$ cat config.mk
export PLATFORM = sky130hd
export DESIGN_NAME = phy_ext_control_quick_status
export DESIGN_NICKNAME = d
export VERILOG_FILES = /design/src/hdl/phy_ext_control_quick_status.v
export VERILOG_INCLUDE_DIRS = /design/src /design/src/hdl
export SDC_FILE = /design/constraint.sdc
export NUM_CORES = 1
export LEC_CHECK = 0
export BUFFER_PORTS_ARGS = -buffer_cell sky130_fd_sc_hd__clkbuf_2
export CAP_MARGIN = 5
export CORE_MARGIN = 2
export CORE_UTILIZATION = 45
export CTS_BUF_LIST = sky130_fd_sc_hd__clkbuf_8
export CTS_CLUSTER_SIZE = 12
export DETAILED_ROUTE_END_ITERATION = 7
export GPL_ROUTABILITY_DRIVEN = 0
export GPL_TIMING_DRIVEN = 0
export PLACE_DENSITY = 0.79
export SETUP_SLACK_MARGIN = 0.02
export SYNTH_ARGS = -nofsm -noshare
export SYNTH_HDL_FRONTEND = slang
export SYNTH_SLANG_ARGS = --single-unit
export TNS_END_PERCENT = 1
$ cat constraint.sdc
create_clock -name CLK -period 1.91 [get_ports CLK]
set_input_delay 0.0955 -clock CLK [delete_from_list [all_inputs] [get_ports CLK]]
set_output_delay 0.0955 -clock CLK [all_outputs]
set_load 0.05 [all_outputs]
$ cat src/hdl/phy_ext_consts.vh
// register numbers, field positions and reset values for the extended control and quick status slice
`ifndef PHY_EXT_CONSTS_VH
`define PHY_EXT_CONSTS_VH
`define REG_PARTNER_NP      5'h08
`define REG_RSVD_LO         5'h09
`define REG_RSVD_HI         5'h0F
`define REG_EXT_CTRL        5'h10
`define REG_QUICK_STAT      5'h11
`define NP_CODE_HI          3
`define NP_CODE_LO          0
`define EC_OVR_WE           15
`define EC_ADDR_HI          10
`define EC_ADDR_LO          6
`define EC_SCR_TEST         5
`define EC_NRZI             3
`define EC_TX_INVALID       2
`define EC_SCR_DIS          0
`define QS_RATE             15
`define QS_DUPLEX           14
`define QS_PROG2            13
`define QS_PROG1            12
`define EC_RESET            16'h0008
`define NP_CODE_RESET       4'h0
`define PROG_RESET          2'h0
`endif

$ cat src/hdl/phy_ext_control_quick_status.v
// management register slice: partner next-page code, reserved 9..15, extended control, quick status top
`timescale 1ns/1ps
`default_nettype none
`include "phy_ext_consts.vh"

// Operation
// - register 8 low nibble: read-only partner code bits, zero at reset
// - registers 9 to 15 reserved, read as zero, writes ignored
// - extended control bit 15 override write enable, resets zero, self-clears after use
// - quick status bit 15 reports rate: zero 10 Mbps, one 100 Mbps
// - quick status bit 14 reports duplex, one full, zero half
// - quick status bits 13:12 latched negotiation progress, reset zero
module phy_ext_control_quick_status (
  // clock and reset
  input  wire        CLK,
  input  wire        RST,
  // management register port
  input  wire [4:0]  REG_ADDR,
  input  wire        REG_WR,
  input  wire [15:0] REG_WDATA,
  output reg  [15:0] REG_RDATA,
  // status from the physical layer core
  input  wire [3:0]  NP_CODE_IN,
  input  wire        NP_CODE_LOAD,
  input  wire        RATE_100,
  input  wire        FULL_DUPLEX,
  input  wire [1:0]  PROG_IN,
  input  wire        PROG_LOAD,
  input  wire [4:0]  ADDR_STRAP,
  input  wire        OVR_TAKEN,
  // control out to the physical layer core
  output wire        OVR_WRITE_EN,
  output wire        SCR_TEST,
  output wire        NRZI_EN,
  output wire        TX_INVALID,
  output wire        SCR_DISABLE
);

  // reset image of the extended control word, taken apart per field
  localparam [15:0] EC_RST_WORD  = `EC_RESET;
  localparam [0:0]  OVR_RST      = EC_RST_WORD[`EC_OVR_WE];
  localparam [0:0]  SCR_TEST_RST = EC_RST_WORD[`EC_SCR_TEST];
  localparam [0:0]  NRZI_RST     = EC_RST_WORD[`EC_NRZI];
  localparam [0:0]  TX_INV_RST   = EC_RST_WORD[`EC_TX_INVALID];
  localparam [0:0]  SCR_DIS_RST  = EC_RST_WORD[`EC_SCR_DIS];

  // status latches and strap capture
  reg  [3:0]  np_code_r;
  reg  [1:0]  prog_r;
  reg  [4:0]  addr_r;
  reg         strap_done_r;
  // extended control flops
  reg         ovr_r;
  reg         scr_test_r;
  reg         nrzi_r;
  reg         tx_inv_r;
  reg         scr_dis_r;
  // read path
  reg  [15:0] np_word;
  reg  [15:0] ec_word;
  reg  [15:0] qs_word;
  reg  [15:0] rdata_nxt;
  // register number decode
  wire        sel_np;
  wire        sel_rsvd;
  wire        sel_ec;
  wire        sel_qs;
  wire        wr_ec;

  ////////////////////////////////////////////////////////////////////////////////
  // register number decode; the selects are one-hot by construction
  assign sel_np   = (REG_ADDR == `REG_PARTNER_NP);
  assign sel_rsvd = (REG_ADDR >= `REG_RSVD_LO) && (REG_ADDR <= `REG_RSVD_HI);
  assign sel_ec   = (REG_ADDR == `REG_EXT_CTRL);
  assign sel_qs   = (REG_ADDR == `REG_QUICK_STAT);
  // only the extended control register has writable bits; writes anywhere else are dropped
  assign wr_ec    = REG_WR && sel_ec;

  ////////////////////////////////////////////////////////////////////////////////
  // control levels to the core come straight from flops, never from the write data
  assign OVR_WRITE_EN = ovr_r;
  assign SCR_TEST     = scr_test_r;
  assign NRZI_EN      = nrzi_r;
  assign TX_INVALID   = tx_inv_r;
  assign SCR_DISABLE  = scr_dis_r;

  ////////////////////////////////////////////////////////////////////////////////
  // received partner code and progress monitor latches
  always @(posedge CLK or posedge RST) begin
    if (RST) begin
      np_code_r <= `NP_CODE_RESET;
    end else if (NP_CODE_LOAD) begin
      np_code_r <= NP_CODE_IN;
    end
  end

  // progress bits hold between load pulses, so a slow poll still sees the last stage
  always @(posedge CLK or posedge RST) begin
    if (RST) begin
      prog_r <= `PROG_RESET;
    end else if (PROG_LOAD) begin
      prog_r <= PROG_IN;
    end
  end

  ////////////////////////////////////////////////////////////////////////////////
  // strap capture: taken once after reset release, never inside the reset branch
  // later strap changes are ignored until the next reset
  always @(posedge CLK or posedge RST) begin
    if (RST) begin
      addr_r       <= 5'h00;
      strap_done_r <= 1'b0;
    end else if (!strap_done_r) begin
      addr_r       <= ADDR_STRAP;
      strap_done_r <= 1'b1;
    end
  end

  ////////////////////////////////////////////////////////////////////////////////
  // override write enable: set by the management side, cleared by the core once applied
  always @(posedge CLK or posedge RST) begin
    if (RST) begin
      ovr_r <= OVR_RST;
    end else if (wr_ec) begin
      // a new write of one wins over the self-clear in the same cycle
      ovr_r <= REG_WDATA[`EC_OVR_WE];
    end else if (OVR_TAKEN) begin
      ovr_r <= 1'b0;
    end
  end

  ////////////////////////////////////////////////////////////////////////////////
  // plain read-write fields, one flop each; none of them has side effects
  always @(posedge CLK or posedge RST) begin
    if (RST) begin
      scr_test_r <= SCR_TEST_RST;
    end else if (wr_ec) begin
      scr_test_r <= REG_WDATA[`EC_SCR_TEST];
    end
  end

  always @(posedge CLK or posedge RST) begin
    if (RST) begin
      nrzi_r <= NRZI_RST;
    end else if (wr_ec) begin
      nrzi_r <= REG_WDATA[`EC_NRZI];
    end
  end

  always @(posedge CLK or posedge RST) begin
    if (RST) begin
      tx_inv_r <= TX_INV_RST;
    end else if (wr_ec) begin
      tx_inv_r <= REG_WDATA[`EC_TX_INVALID];
    end
  end

  always @(posedge CLK or posedge RST) begin
    if (RST) begin
      scr_dis_r <= SCR_DIS_RST;
    end else if (wr_ec) begin
      scr_dis_r <= REG_WDATA[`EC_SCR_DIS];
    end
  end

  ////////////////////////////////////////////////////////////////////////////////
  // read words, built field by field; reserved and out-of-slice bits stay zero
  always @* begin
    np_word                          = 16'h0000;
    np_word[`NP_CODE_HI:`NP_CODE_LO] = np_code_r;
  end

  always @* begin
    ec_word                          = 16'h0000;
    ec_word[`EC_OVR_WE]              = ovr_r;
    ec_word[`EC_ADDR_HI:`EC_ADDR_LO] = addr_r;
    ec_word[`EC_SCR_TEST]            = scr_test_r;
    ec_word[`EC_NRZI]                = nrzi_r;
    ec_word[`EC_TX_INVALID]          = tx_inv_r;
    ec_word[`EC_SCR_DIS]             = scr_dis_r;
  end

  // rate and duplex are live levels; only the progress field is latched
  always @* begin
    qs_word                          = 16'h0000;
    qs_word[`QS_RATE]                = RATE_100;
    qs_word[`QS_DUPLEX]              = FULL_DUPLEX;
    qs_word[`QS_PROG2:`QS_PROG1]     = prog_r;
  end

  ////////////////////////////////////////////////////////////////////////////////
  // read mux, registered so data appears one cycle after the address
  // the selects are one-hot, so the order of the tests does not matter
  always @* begin
    rdata_nxt = 16'h0000;
    if (sel_np) begin
      rdata_nxt = np_word;
    end else if (sel_ec) begin
      rdata_nxt = ec_word;
    end else if (sel_qs) begin
      rdata_nxt = qs_word;
    end else if (sel_rsvd) begin
      // reserved numbers have no function; zero keeps a blind poll harmless
      rdata_nxt = 16'h0000;
    end else begin
      // numbers owned by other slices are not answered here
      rdata_nxt = 16'h0000;
    end
  end

  ////////////////////////////////////////////////////////////////////////////////
  // one flop stage on the read data so the bus sees a settled word at each edge
  always @(posedge CLK or posedge RST) begin
    if (RST) begin
      REG_RDATA <= 16'h0000;
    end else begin
      REG_RDATA <= rdata_nxt;
    end
  end

endmodule
`default_nettype wire

==> flow_metrics.py <==
metrics = {
    "clock_tree": {
        "clk-insertion-delay-late_ns": 0.28,
        "cts_resized": 0,
        "cts_tree": "built",
        "cts_sinks": 31,
        "cts_buffer_depth": 2,
        "clk_pin_slew_worst_paths_ns": 0.06,
        "htree_levels": 2,
        "cts-root-buf": "clkbuf_8",
        "cts_buffers": 5,
    },
    "floorplanning": {
        "coreArea_sq_um": 2500,
        "initial_core_util_pct": 47.5,
        "die_height_um": 55.4,
        "die-area_sq_um": 3070,
        "die_w_um": 55.4,
        "num_rows": 18,
        "ios": 61,
    },
    "global_route": {
        "antenna_found_initial": 0,
        "grt_max_degree": 32,
        "grt_pass1_vias": 794,
        "grt_overflow": 0,
        "grt_pass1_wl_um": 3650,
        "track_usage_pct": 16.2,
    },
    "sta": {
        "fin_tns_setup_ns": 0,
        "fin_skew_ns": 0.00411,
        "hold_ws_ns": 0.0269,
        "tightest_slew_ns": 0.545,
        "finalSetupViolCount": 0,
        "relSlewSlack_pct": 63.4,
        "rsz0062_at_grt": "false",
        "max_freq_ghz": 0.843,
        "post-route-period-util_pct": 62.1,
        "drv_slew": 0,
        "hold_viol": 0,
        "fin_crit_ns": 1.19,
    },
    "min_path": {
        "hp-class": "in2reg",
        "hold_depth": 2,
        "holdPathEnd": "REG_RDATA[14]",
        "hold_path.startpoint": "FULL_DUPLEX",
    },
    "place": {
        "dpl.cell_count": 152,
        "placed_area_sq_um": 1470,
        "dp_hpwl_um": 1620,
        "io_buffers": 47,
    },
    "setup_path": {
        "slowest_stage": "dfstp_2",
        "max_stage_delay_ns": 0.55,
        "cp_max_fo": 3,
        "rr_worst_depth": 1,
        "r2r_setup_slack_ns": 0.99,
        "crit_buf_inv": 1,
        "r2r-end": "addr_r[3]",
        "crit_path_cell_trace": "clkbuf_2",
        "path_depth": 1,
        "arrival_ns": 1.09,
        "required_ns": 1.81,
        "critPathLaunchType": "register",
        "crit_family": "flip-flops",
        "cp-end-kind": "output pin",
        "critical_path_class": "reg2out",
        "r2r_start": "strap_done_r",
    },
    "logic_synthesis": {
        "synth-edff-count": 0,
        "syn-cell-area_sq_um": 1190,
        "synthTopCellsByArea": "dfrtp_1 63%, mux2_2 10%, mux2_4 6.3%, and2_1 5.3%, a22o_1 2.9%",
        "async_flop_share_pct": 100,
        "yosys.area.top_type": "dfrtp_1",
        "synth.most_common_cell": "dfrtp_1",
        "ys_top_cells_by_count": "30 x dfrtp_1, 11 x mux2_2, 10 x and2_1",
        "synth-seq-cells": 31,
        "ys_types": 17,
        "synth_top_area_share_pct": 63.2,
        "ys_warn_count": 0,
        "syn_avg_cell_area_sq_um": 16.1,
        "synth_ff_type": "dfrtp_1",
        "syn_inst": 74,
        "ys_seq_area_share_pct": 65.4,
    },
    "routing": {
        "drc": 0,
        "drt_iter0_drc": 8,
        "vias": 762,
        "routed_wl_um": 2230,
        "via_per_inst": 4.70,
        "wire_per_inst_um": 13.7,
        "first_pass_iters": 4,
        "final_antenna_net_count": 0,
    },
    "run": {
        "drv_cap": 0,
    },
    "pwr": {
        "clkPwrFrac_pct": 40.2,
        "netSwitchingPower_uw": 388,
        "swShare_pct": 24.1,
        "power_frac_comb_pct": 14.2,
        "peakVddDrop_mv": 0.789,
        "p_seq_share_pct": 45.6,
        "pwr_density_cell_nw_per_um2": 992,
        "internal_power_mw": 1.22,
        "p_leak_nw": 0.866,
        "finalPower_mw": 1.61,
    },
    "cells_and_area": {
        "num-nets-final": 171,
        "instances_no_fill": 162,
        "diodes": 0,
        "area_growth_pct": 36.3,
        "drive_gt1_share_pct": 59.8,
        "design_area_sq_um": 1620,
    },
    "outcome": {
        "status": "completed",
    },
}
-- flip-flops by register name (all words and copies together) (netlist names) --
register / cells
np_code_r: 4
OVR_WRITE_EN: 1
strap_done_r: 1
NRZI_EN: 1
REG_RDATA: 14
SCR_DISABLE: 1
SCR_TEST: 1
TX_INVALID: 1
addr_r: 5
prog_r: 2
-- layout by cell type (no fill, tap or decap) --
cell,Yosys,final
bufinv_16,0,1
clkbuf_2,0,47
conb_1,2,3
nand2b_4,1,1
inv_1,1,1
mux2_4,5,5
buf_6,1,1
buf_4,2,2
nor4_4,1,1
nor4b_1,1,1
clkbuf_8,0,6
dfrtp_1,30,30
nor2_1,1,1
and2_1,10,10
nor2b_1,1,1
dlygate4sd3_1,0,1
clkinv_2,0,1
dfstp_2,1,1
a22o_1,4,4
and4bb_2,1,1
mux2_2,11,11
buf_16,0,1
nand4bb_1,1,1
-- metrics by stage --
| stage | setup slack (ns) | util (%) |
|---|---|---|
| final | 0.723 | 64.8 |
| after global routing | 0.681 | 64.8 |
| after CTS | 0.718 | 63.3 |
| after detailed placement | 0.785 | 58.6 |
| after global placement | 0.802 | 58.6 |
| after floorplan | 0.789 | - |
-- layer usage --
metal / part of all wire, % / GRT usage (%)
met5: 0 / 0
met4: 1.5 / 7.32
met2: 53 / 26.0
met1: 38 / 17.6
met3: 7.5 / 8.67
-- final cells by class --
| class | count | area, sq um |
|---|---|---|
| repair buffers | 49 | 273 |
| multi-input cells | 40 | 385 |
| plain buffers | 3 | 26.3 |
| inverters | 1 | 3.75 |
| clock buffers | 6 | 82.6 |
| well taps | 30 | 37.5 |
| flip-flops and latches | 31 | 777 |
| fillers | 196 | 880 |
| clock inverters | 2 | 35.0 |
-- power by group through the flow --
stage	registers [mW]	logic [mW]	clock network (mW)
floorplan	0.811	0.0819	0
global placement	0.741	0.215	0
detailed placement	0.744	0.221	0
CTS	0.733	0.222	0.662
global route	0.739	0.243	0.703
finish	0.733	0.228	0.646
-- repair_timing --
item / CTS / global route
hold endpoints to repair: 0 / 10
buffers inserted: 0 / 0
hold buffers: 0 / 1
-- cells by family after synthesis --
| family | count (synthesis) | share of synthesized area (%) |
|---|---|---|
| DFF | 31 | 65.4 |
| and+or+nand+nor | 17 | 11.8 |
| muxes | 16 | 16.7 |
| AOI/OAI and AO/OA | 4 | 2.95 |
| buffers and inverters | 4 | 2.53 |
| other | 2 | 0.632 |
-- worst max-delay path by stage --
stage	start	endpoint	slack, ns
detailed placement	RST	SCR_DISABLE	0.79
finish	NRZI_EN	NRZI_EN	0.72
floorplan	OVR_WRITE_EN	OVR_WRITE_EN	0.79
global route	NRZI_EN	NRZI_EN	0.68
global placement	REG_ADDR[3]	REG_RDATA[15]	0.80
CTS	NRZI_EN	NRZI_EN	0.72
Note: power is estimated with default switching activity, not from simulation.
